## src/shared/if_synth_pkg.sv

```systemverilog
// Constants for the IF synthesizer divider and control block
package if_synth_pkg;
    localparam int WORD_W = 24;
    localparam int ADDR_W = 3;
    localparam logic [2:0] ADDR_THIRD = 3'h3;
    localparam logic [2:0] ADDR_FOURTH = 3'h4;
    localparam logic [23:0] WORD_RESET = 24'h000000;
    // Third configuration word fields
    localparam int REF_LSB = 3;
    localparam int REF_W = 15;
    localparam int POL_BIT = 18;
    localparam int GAIN_BIT = 19;
    localparam int HIZ_BIT = 20;
    localparam int CRST_BIT = 21;
    // Fourth configuration word fields
    localparam int SWAL_LSB = 3;
    localparam int SWAL_W = 4;
    localparam int BIN_LSB = 7;
    localparam int BIN_W = 14;
    localparam int PSEL_BIT = 22;
    localparam int PD_BIT = 23;
    // Pin synchroniser slots
    localparam int PIN_N = 5;
    localparam int PIN_SCLK = 0;
    localparam int PIN_SDATA = 1;
    localparam int PIN_LE = 2;
    localparam int PIN_REF = 3;
    localparam int PIN_PRESC = 4;
endpackage
```

## src/shared/div_ctl_if.sv

```systemverilog
// Carrier between the control top and the feedback divider
`timescale 1ns/1ps
`default_nettype none
interface div_ctl_if;
    logic presc_evt;
    logic hold;
    logic [if_synth_pkg::SWAL_W-1:0] swal_val;
    logic [if_synth_pkg::BIN_W-1:0] bin_val;
    logic fb_evt;
    logic modulus_ctl;
    modport ctl (output presc_evt, hold, swal_val, bin_val, input fb_evt, modulus_ctl);
    modport div (input presc_evt, hold, swal_val, bin_val, output fb_evt, modulus_ctl);
endinterface
`default_nettype wire

```

## src/design/feedback_divider.sv

```systemverilog
// Dual-modulus feedback divider: swallow counter plus binary counter
`timescale 1ns/1ps
`default_nettype none
module feedback_divider (
    input wire logic sys_clk,
    input wire logic rst,
    div_ctl_if.div dc
);
    logic [if_synth_pkg::BIN_W-1:0] bin_cnt_r;
    logic [if_synth_pkg::SWAL_W-1:0] swal_cnt_r;
    logic fb_evt_r;
    logic modulus_r;

    wire [if_synth_pkg::BIN_W-1:0] bin_inc = bin_cnt_r + 14'h0001;
    // binary count sets wrap point
    wire bin_wrap = (bin_inc >= dc.bin_val);
    wire swal_busy = (swal_cnt_r < dc.swal_val);
    // swallow cycles run at modulus+1, so ratio is bin * modulus + swallow
    wire swal_next_busy = bin_wrap ? (dc.swal_val != 4'h0)
                                   : ((swal_cnt_r + 4'h1) < dc.swal_val) && swal_busy;

    always_ff @(posedge sys_clk) begin
        // counters held while reset bit or powerdown is active
        if (rst || dc.hold) begin
            bin_cnt_r <= '0;
            swal_cnt_r <= '0;
            fb_evt_r <= 1'b0;
            modulus_r <= 1'b0;
        end else begin
            fb_evt_r <= 1'b0;
            if (!dc.presc_evt) begin
                modulus_r <= swal_busy;
            end else if (bin_wrap) begin
                // one feedback event per full binary count
                bin_cnt_r <= '0;
                swal_cnt_r <= '0;
                fb_evt_r <= 1'b1;
                modulus_r <= swal_next_busy;
            end else begin
                bin_cnt_r <= bin_inc;
                if (swal_busy) begin
                    swal_cnt_r <= swal_cnt_r + 4'h1;
                end
                modulus_r <= swal_next_busy;
            end
        end
    end

    assign dc.fb_evt = fb_evt_r;
    assign dc.modulus_ctl = modulus_r;
endmodule
`default_nettype wire

```

## src/design/if_synth_divider_control.sv

```systemverilog
// IF synthesizer serial configuration, dividers, phase detector and pump control
//
// Summary of operation
// Reference ratio is straight binary 3..32767; host never writes below 3.
// Reference ratio sits in bits 17..3 of the third word.
// Bit 18 of the third word picks detector sense for tuning slope.
// Bit 19 of the third word picks pump current, 0 low, 1 high.
// Bit 20 of the third word puts the pump output in high impedance.
// High-impedance change acts at once, not at a detector event.
// High-impedance bit with powerdown picks asynchronous or synchronous powerdown.
// Bit 21 of the third word holds all three counters in reset.
// After counter reset, feedback counters restart aligned within one prescaler cycle.
// Host always writes zero into bit 21 of the fourth word.
// Swallow count is bits 6..3 of the fourth word, 0..15.
// Binary count is bits 20..7 of the fourth word.
// Binary count lies in 3..16383; host never writes below 3.
// Swallow and binary counts set the feedback divider after the prescaler.
// Feedback ratio equals binary count times modulus plus swallow count.
// Bit 22 of the fourth word picks modulus 8/9 or 16/17.
// Bit 23 of the fourth word powers the synthesizer down.
// 24-bit words, address in bits 2..0, latched on latch enable rise.
// Opposite polarity swaps pump-up and pump-down outputs.
`timescale 1ns/1ps
`default_nettype none
module if_synth_divider_control (
    input wire logic sys_clk,
    input wire logic rst,
    input wire logic ser_clk,
    input wire logic ser_data,
    input wire logic ser_le,
    input wire logic ref_in,
    input wire logic presc_in,
    output logic pump_up,
    output logic pump_dn,
    output logic pump_high_z,
    output logic pump_gain_select,
    output logic prescaler_mode,
    output logic modulus_ctl,
    output logic synth_powerdown,
    output logic ref_div_pulse,
    output logic fb_div_pulse
);
    logic [if_synth_pkg::PIN_N-1:0] pin_s1_r;
    logic [if_synth_pkg::PIN_N-1:0] pin_s2_r;
    logic [if_synth_pkg::PIN_N-1:0] pin_s3_r;
    logic [if_synth_pkg::WORD_W-1:0] shift_r;
    logic [if_synth_pkg::WORD_W-1:0] third_config_word_r;
    logic [if_synth_pkg::WORD_W-1:0] fourth_config_word_r;
    logic [if_synth_pkg::REF_W-1:0] ref_cnt_r;
    logic ref_evt_r;
    logic powered_down_r;
    logic det_up_r;
    logic det_dn_r;
    logic pump_up_r;
    logic pump_dn_r;
    logic pump_high_z_r;
    logic gain_r;
    logic presc_mode_r;
    logic fb_pulse_r;

    div_ctl_if dc ();

    // Two-stage synchronisers, third stage only for edge detection
    genvar gi;
    generate
        for (gi = 0; gi < if_synth_pkg::PIN_N; gi++) begin : g_sync
            always_ff @(posedge sys_clk) begin
                if (rst) begin
                    pin_s1_r[gi] <= 1'b0;
                    pin_s2_r[gi] <= 1'b0;
                    pin_s3_r[gi] <= 1'b0;
                end else begin
                    pin_s1_r[gi] <= (gi == if_synth_pkg::PIN_SCLK) ? ser_clk :
                                    (gi == if_synth_pkg::PIN_SDATA) ? ser_data :
                                    (gi == if_synth_pkg::PIN_LE) ? ser_le :
                                    (gi == if_synth_pkg::PIN_REF) ? ref_in : presc_in;
                    pin_s2_r[gi] <= pin_s1_r[gi];
                    pin_s3_r[gi] <= pin_s2_r[gi];
                end
            end
        end
    endgenerate

    wire [if_synth_pkg::PIN_N-1:0] pin_rise = pin_s2_r & ~pin_s3_r;
    wire sclk_rise = pin_rise[if_synth_pkg::PIN_SCLK];
    wire le_rise = pin_rise[if_synth_pkg::PIN_LE];
    wire ref_rise = pin_rise[if_synth_pkg::PIN_REF];
    wire presc_rise = pin_rise[if_synth_pkg::PIN_PRESC];
    wire sdata = pin_s2_r[if_synth_pkg::PIN_SDATA];

    // address field of the shifted word picks the target
    wire [if_synth_pkg::ADDR_W-1:0] word_addr = shift_r[if_synth_pkg::ADDR_W-1:0];
    wire load_third = le_rise && (word_addr == if_synth_pkg::ADDR_THIRD);
    wire load_fourth = le_rise && (word_addr == if_synth_pkg::ADDR_FOURTH);

    always_ff @(posedge sys_clk) begin
        if (rst) begin
            shift_r <= if_synth_pkg::WORD_RESET;
            third_config_word_r <= if_synth_pkg::WORD_RESET;
            fourth_config_word_r <= if_synth_pkg::WORD_RESET;
        end else begin
            // most significant bit first, one bit per serial clock rise
            if (sclk_rise) begin
                shift_r <= {shift_r[if_synth_pkg::WORD_W-2:0], sdata};
            end
            if (load_third) begin
                third_config_word_r <= shift_r;
            end
            // bit 21 is stored but never used
            if (load_fourth) begin
                fourth_config_word_r <= shift_r;
            end
        end
    end

    // reference ratio field
    wire [if_synth_pkg::REF_W-1:0] ref_ratio =
        third_config_word_r[if_synth_pkg::REF_LSB +: if_synth_pkg::REF_W];
    // detector sense
    wire polarity_pos = third_config_word_r[if_synth_pkg::POL_BIT];
    // pump current level
    wire gain_high = third_config_word_r[if_synth_pkg::GAIN_BIT];
    // pump high impedance
    wire hiz_bit = third_config_word_r[if_synth_pkg::HIZ_BIT];
    // counter reset
    wire counter_rst = third_config_word_r[if_synth_pkg::CRST_BIT];
    // synthesizer powerdown
    wire pd_bit = fourth_config_word_r[if_synth_pkg::PD_BIT];
    // prescaler modulus select
    wire presc_sel = fourth_config_word_r[if_synth_pkg::PSEL_BIT];

    // with high impedance set powerdown is immediate, else at next detector event
    wire pd_nxt = !pd_bit ? 1'b0 :
                  hiz_bit ? 1'b1 :
                  (powered_down_r || ref_evt_r || dc.fb_evt);
    wire hold = counter_rst || powered_down_r;

    // reference counter wraps after ratio input edges
    wire [if_synth_pkg::REF_W-1:0] ref_inc = ref_cnt_r + 15'h0001;
    wire ref_wrap = (ref_inc >= ref_ratio);

    always_ff @(posedge sys_clk) begin
        if (rst) begin
            powered_down_r <= 1'b0;
            ref_cnt_r <= '0;
            ref_evt_r <= 1'b0;
        end else begin
            powered_down_r <= pd_nxt;
            ref_evt_r <= 1'b0;
            // all counters restart together when hold drops
            if (hold) begin
                ref_cnt_r <= '0;
            end else if (ref_rise) begin
                ref_cnt_r <= ref_wrap ? '0 : ref_inc;
                ref_evt_r <= ref_wrap;
            end
        end
    end

    // feedback divider configured from the fourth word
    assign dc.presc_evt = presc_rise;
    assign dc.hold = hold;
    // swallow count field
    assign dc.swal_val = fourth_config_word_r[if_synth_pkg::SWAL_LSB +: if_synth_pkg::SWAL_W];
    // binary count field
    assign dc.bin_val = fourth_config_word_r[if_synth_pkg::BIN_LSB +: if_synth_pkg::BIN_W];

    feedback_divider u_fb (
        .sys_clk(sys_clk),
        .rst(rst),
        .dc(dc.div)
    );

    // Phase/frequency detector: both flags set means both clear
    wire up_set = det_up_r || ref_evt_r;
    wire dn_set = det_dn_r || dc.fb_evt;
    wire both_set = up_set && dn_set;
    // negative slope swaps the pump directions
    wire up_drive = polarity_pos ? det_up_r : det_dn_r;
    wire dn_drive = polarity_pos ? det_dn_r : det_up_r;

    always_ff @(posedge sys_clk) begin
        if (rst) begin
            det_up_r <= 1'b0;
            det_dn_r <= 1'b0;
            pump_up_r <= 1'b0;
            pump_dn_r <= 1'b0;
            pump_high_z_r <= 1'b0;
            gain_r <= 1'b0;
            presc_mode_r <= 1'b0;
            fb_pulse_r <= 1'b0;
        end else begin
            det_up_r <= !hold && up_set && !both_set;
            det_dn_r <= !hold && dn_set && !both_set;
            // high impedance forces both pump drives off
            // follows the bit on the next clock, no event wait
            pump_high_z_r <= hiz_bit;
            pump_up_r <= !hiz_bit && !hold && up_drive;
            pump_dn_r <= !hiz_bit && !hold && dn_drive;
            gain_r <= gain_high;
            presc_mode_r <= presc_sel;
            fb_pulse_r <= dc.fb_evt;
        end
    end

    assign pump_up = pump_up_r;
    assign pump_dn = pump_dn_r;
    assign pump_high_z = pump_high_z_r;
    assign pump_gain_select = gain_r;
    assign prescaler_mode = presc_mode_r;
    assign modulus_ctl = dc.modulus_ctl;
    assign synth_powerdown = powered_down_r;
    assign ref_div_pulse = ref_evt_r;
    assign fb_div_pulse = fb_pulse_r;
endmodule
`default_nettype wire

```

## config.mk

```make
export PLATFORM = sky130hd
export DESIGN_NAME = if_synth_divider_control
export DESIGN_NICKNAME = d
export VERILOG_FILES = /design/src/shared/if_synth_pkg.sv /design/src/shared/div_ctl_if.sv /design/src/design/feedback_divider.sv /design/src/design/if_synth_divider_control.sv
export SDC_FILE = /design/constraint.sdc
export NUM_CORES = 1
export LEC_CHECK = 0
export BUFFER_PORTS_ARGS = -buffer_cell sky130_fd_sc_hd__buf_2
export CAP_MARGIN = 5
export CORE_AREA = 8 8 154 84
export DETAILED_ROUTE_END_ITERATION = 10
export DIE_AREA = 0 0 162 92
export PLACE_DENSITY_LB_ADDON = 0.3
export SETUP_SLACK_MARGIN = 0.05
export SYNTH_ARGS = -nofsm -noshare
export SYNTH_HDL_FRONTEND = slang
export SYNTH_HIERARCHICAL = 1
export SYNTH_SLANG_ARGS = --single-unit
```

## constraint.sdc

```tcl
create_clock -name sys_clk -period 2.77 [get_ports sys_clk]
set_clock_uncertainty 0.1 [all_clocks]
set_input_delay 0.277 -clock sys_clk [delete_from_list [all_inputs] [get_ports sys_clk]]
set_output_delay 0.277 -clock sys_clk [all_outputs]
set_load 0.01 [all_outputs]
```

==> results.sh <==
export IMPL_status="complete, but fails checks"
export IMPL_violations="negative setup slack"
export IMPL_synthXorXnorAreaFrac_pct=4.07
export IMPL_area_growth_syn_to_layout_pct=26.6
export IMPL_end_kind="flip-flop"
export IMPL_hold_violations=0
export IMPL_synth_simple_area_share_pct=25.2
export IMPL_powerDensity_nw_per_um2=556
export IMPL_setup_viol=19
export IMPL_clkSinkCount=122
export IMPL_slew_headroom_pct=18.2
export IMPL_power_switching_w=0.000893
export IMPL_tightestPinTransition_ns=1.22
export IMPL_synthMuxAreaShare_pct=0.688
export IMPL_syn_cell_area_um2=5820
export IMPL_p_total_w=0.00409
export IMPL_drt_iter0_markers=370
export IMPL_synth_edf_count=0
export IMPL_synth_nets=748
export IMPL_netlist_top_cells_area="dfxtp_1 (42%), nand2_1 (11%), a21oi_1 (8.3%)"
export IMPL_combPwrFrac_pct=2.1
export IMPL_critPathBufInv=2
export IMPL_place_port_buffers=15
export IMPL_pwr_share_clk_pct=54.7
export IMPL_max_freq_mhz=336
export IMPL_antenna_violating_nets_post_route=0
export IMPL_reg2reg_depth=15
export IMPL_hold_end="pin_s1_r[0]"
export IMPL_path_class="flip-flop to flip-flop"
export IMPL_dpl_worst_slack_ns=-0.334
export IMPL_vdd_drop_max_mv=0.410
export IMPL_path_delay_family="simple AND/OR/NAND/NOR gates"
export IMPL_final_max_slew_violation_count=0
export IMPL_required_ns=2.92
export IMPL_r2r_end="u_fb/bin_cnt_r[2]"
export IMPL_fin_util_pct=69.0
export IMPL_start_kind="flip-flop"
export IMPL_initial_core_util_pct=54.5
export IMPL_cts_tree="built"
export IMPL_clk_pin_slew_worst_paths_ns=0.06
export IMPL_async_reset_ff_share_pct=0
export IMPL_synth_compound_area_share_pct=14.8
export IMPL_cts_buffer_depth=2
export IMPL_crit_path_max_fanout=18
export IMPL_path_cells="ha_4, and3_4, and3_4, nand3_4, nor2_4, xor2_2, ha_1, and4_4, nand3_4, a311oi_4, buf_6, nor3_4, buf_12, a21oi_2, a31oi_2"
export IMPL_core_um2=10700
export IMPL_final_nets=804
export IMPL_wl_per_cell_um=16.0
export IMPL_setup_slack_ns=-0.203
export IMPL_dr_pass1_iters=5
export IMPL_rows=27
export IMPL_antennaDiodeCount=0
export IMPL_die_area_um2=14900
export IMPL_synth_top_family_by_area="simple AND/OR/NAND/NOR gates"
export IMPL_rrSetupSlack_ns=-0.20
export IMPL_ys_ff_latch=122
export IMPL_drive_gt1_share_pct=24.5
export IMPL_synth_most_common_cell="nand2_1"
export IMPL_die_width_um=162
export IMPL_ys_warn_count=6
export IMPL_synth_cell_types=55
export IMPL_crit_slowest_cell="dfxtp_4"
export IMPL_grt_pass1_wl_um=23400
export IMPL_cts_buffers=17
export IMPL_timing_max_cap_violations=0
export IMPL_r2r_start="u_fb/bin_cnt_r[1]"
export IMPL_overflow=0
export IMPL_synth_adder_area_share_pct=8.18
export IMPL_seq_area_frac_synth_pct=42.0
export IMPL_h_tree_depth=4
export IMPL_die_y_um=92
export IMPL_synthCells=703
export IMPL_cpPeakStageDelay_ns=0.37
export IMPL_whs_ns=0.00351
export IMPL_fin_cells=917
export IMPL_antenna_found_initial=0
export IMPL_clock_latency_ns=0.41
export IMPL_yosys_most_used_dff="dfxtp_1"
export IMPL_drt_drc_violations_left=0
export IMPL_synth_top_cell_by_area="dfxtp_1"
export IMPL_rsz0062_at_grt="yes"
export IMPL_netlist_area_leader_share_pct=42.0
export IMPL_fin_crit_sh_pct=107
export IMPL_wl_um=14700
export IMPL_avgSynthCellArea_um2=8.27
export IMPL_ioPinCount=16
export IMPL_min_delay_path_depth=2
export IMPL_routed_via_density=5.51
export IMPL_grt_pass1_vias=4834
export IMPL_worstHoldStart="ser_clk"
export IMPL_intPower_w=0.00320
export IMPL_p_seq_share_pct=43.2
export IMPL_cts_root_buffer="clkbuf_16"
export IMPL_placed_cells=869
export IMPL_min_period_ns=2.97
export IMPL_swShare_pct=21.8
export IMPL_cp_arrival_ns=3.12
export IMPL_gp_congestion=0.871
export IMPL_grt_max_degree=47
export IMPL_dpl_hpwl_um=9570
export IMPL_ys_top_cells_by_count="nand2_1 (169), dfxtp_1 (122), a21oi_1 (97)"
export IMPL_vias=5055
export IMPL_total_leakage_power_nw=2.84
export IMPL_grtUsageTotal_pct=19.2
export IMPL_hp_class="primary input to flip-flop"
-- how the worst max path moves through the flow --
| stage | startpoint | end | slack, ns | depth (start not counted) |
|---|---|---|---|---|
| after detailed placement | u_fb/bin_cnt_r[1] | u_fb/swal_cnt_r[1] | -0.33 | 13 |
| after CTS | u_fb/bin_cnt_r[0] | u_fb/bin_cnt_r[8] | -0.17 | 15 |
| after global placement | u_fb/bin_cnt_r[1] | u_fb/swal_cnt_r[3] | -0.18 | 13 |
| after floorplan | u_fb/bin_cnt_r[0] | u_fb/dc.modulus_ctl | -0.15 | 13 |
| after global routing | u_fb/bin_cnt_r[1] | u_fb/bin_cnt_r[8] | -0.31 | 15 |
| final | u_fb/bin_cnt_r[1] | u_fb/bin_cnt_r[2] | -0.20 | 15 |
-- power groups by stage --
stage,sequential [W],combinational (W),clock (W)
after global routing,0.00177,0.0000935,0.00234
after detailed placement,0.00181,0.0000769,0
final,0.00177,0.0000861,0.00224
after global placement,0.00181,0.0000742,0
after CTS,0.00177,0.0000812,0.00225
after floorplan,0.00181,0.0000541,0
-- sequential cells by signal (all words and copies together) (netlist names), 4 cells and up --
signal,count
pin_s1_r,5
u_fb/swal_cnt_r,4
u_fb/bin_cnt_r,14
shift_r,24
third_config_word_r,19
ref_cnt_r,15
fourth_config_word_r,20
pin_s3_r,4
pin_s2_r,4
-- layout by cell type, fill, tap and decap left out, types with 15 or more instances in the layout --
cell type and instances:
clkbuf_16 19, nor2b_1 25, buf_4 47, ha_1 36
buf_2 15, a21oi_1 86, inv_1 34, nand3_1 16
nand2_1 164, dfxtp_1 109
-- logic make-up (layout without fill, tap and decap cells) --
group	Yosys count	count (layout)
compound gates	143	143
xor+xnor	27	27
fa+ha+maj	38	38
buf+inv	70	139
flops	122	122
mux	4	4
simple gates	299	299
-- metrics by stage --
stage | area [um2] | TNS, ns
final | 7360 | -2.48
after global routing | 7360 | -5.35
after CTS | 7040 | -2.02
after detailed placement | 6290 | -4.65
after global placement | 6290 | -2.04
after floorplan | 5860 | -1.37
-- layer usage --
metal / vias to the layer above / GRT usage (%) / routed length [um]
met4: 0 / 7.58 / 269
li1: 2480 / - / -
met5: - / 0 / 0
met3: 24 / 4.59 / 769
met2: 141 / 30.4 / 6820
met1: 2410 / 24.9 / 6820
-- what timing repair did --
| action | CTS | global route |
|---|---|---|
| endpoints found under the setup margin | 32 | 36 |
| hold buffers | 3 | 0 |
| pin swaps | 15 | 46 |
| buffers inserted | 5 | 6 |
| cloned | 0 | 2 |
| endpoints found under the hold margin | 3 | 0 |
| resized for setup | 15 | 61 |
-- area by class of cell --
cell class	instances	area, um2
clock buffer	17	425
clock inverter	15	175
fill	780	3310
inverter	34	128
multi-input combinational	511	3390
sequential	122	2470
tap	145	181
timing repair buffer	73	593
Note: power is estimated with default switching activity, not from simulation.
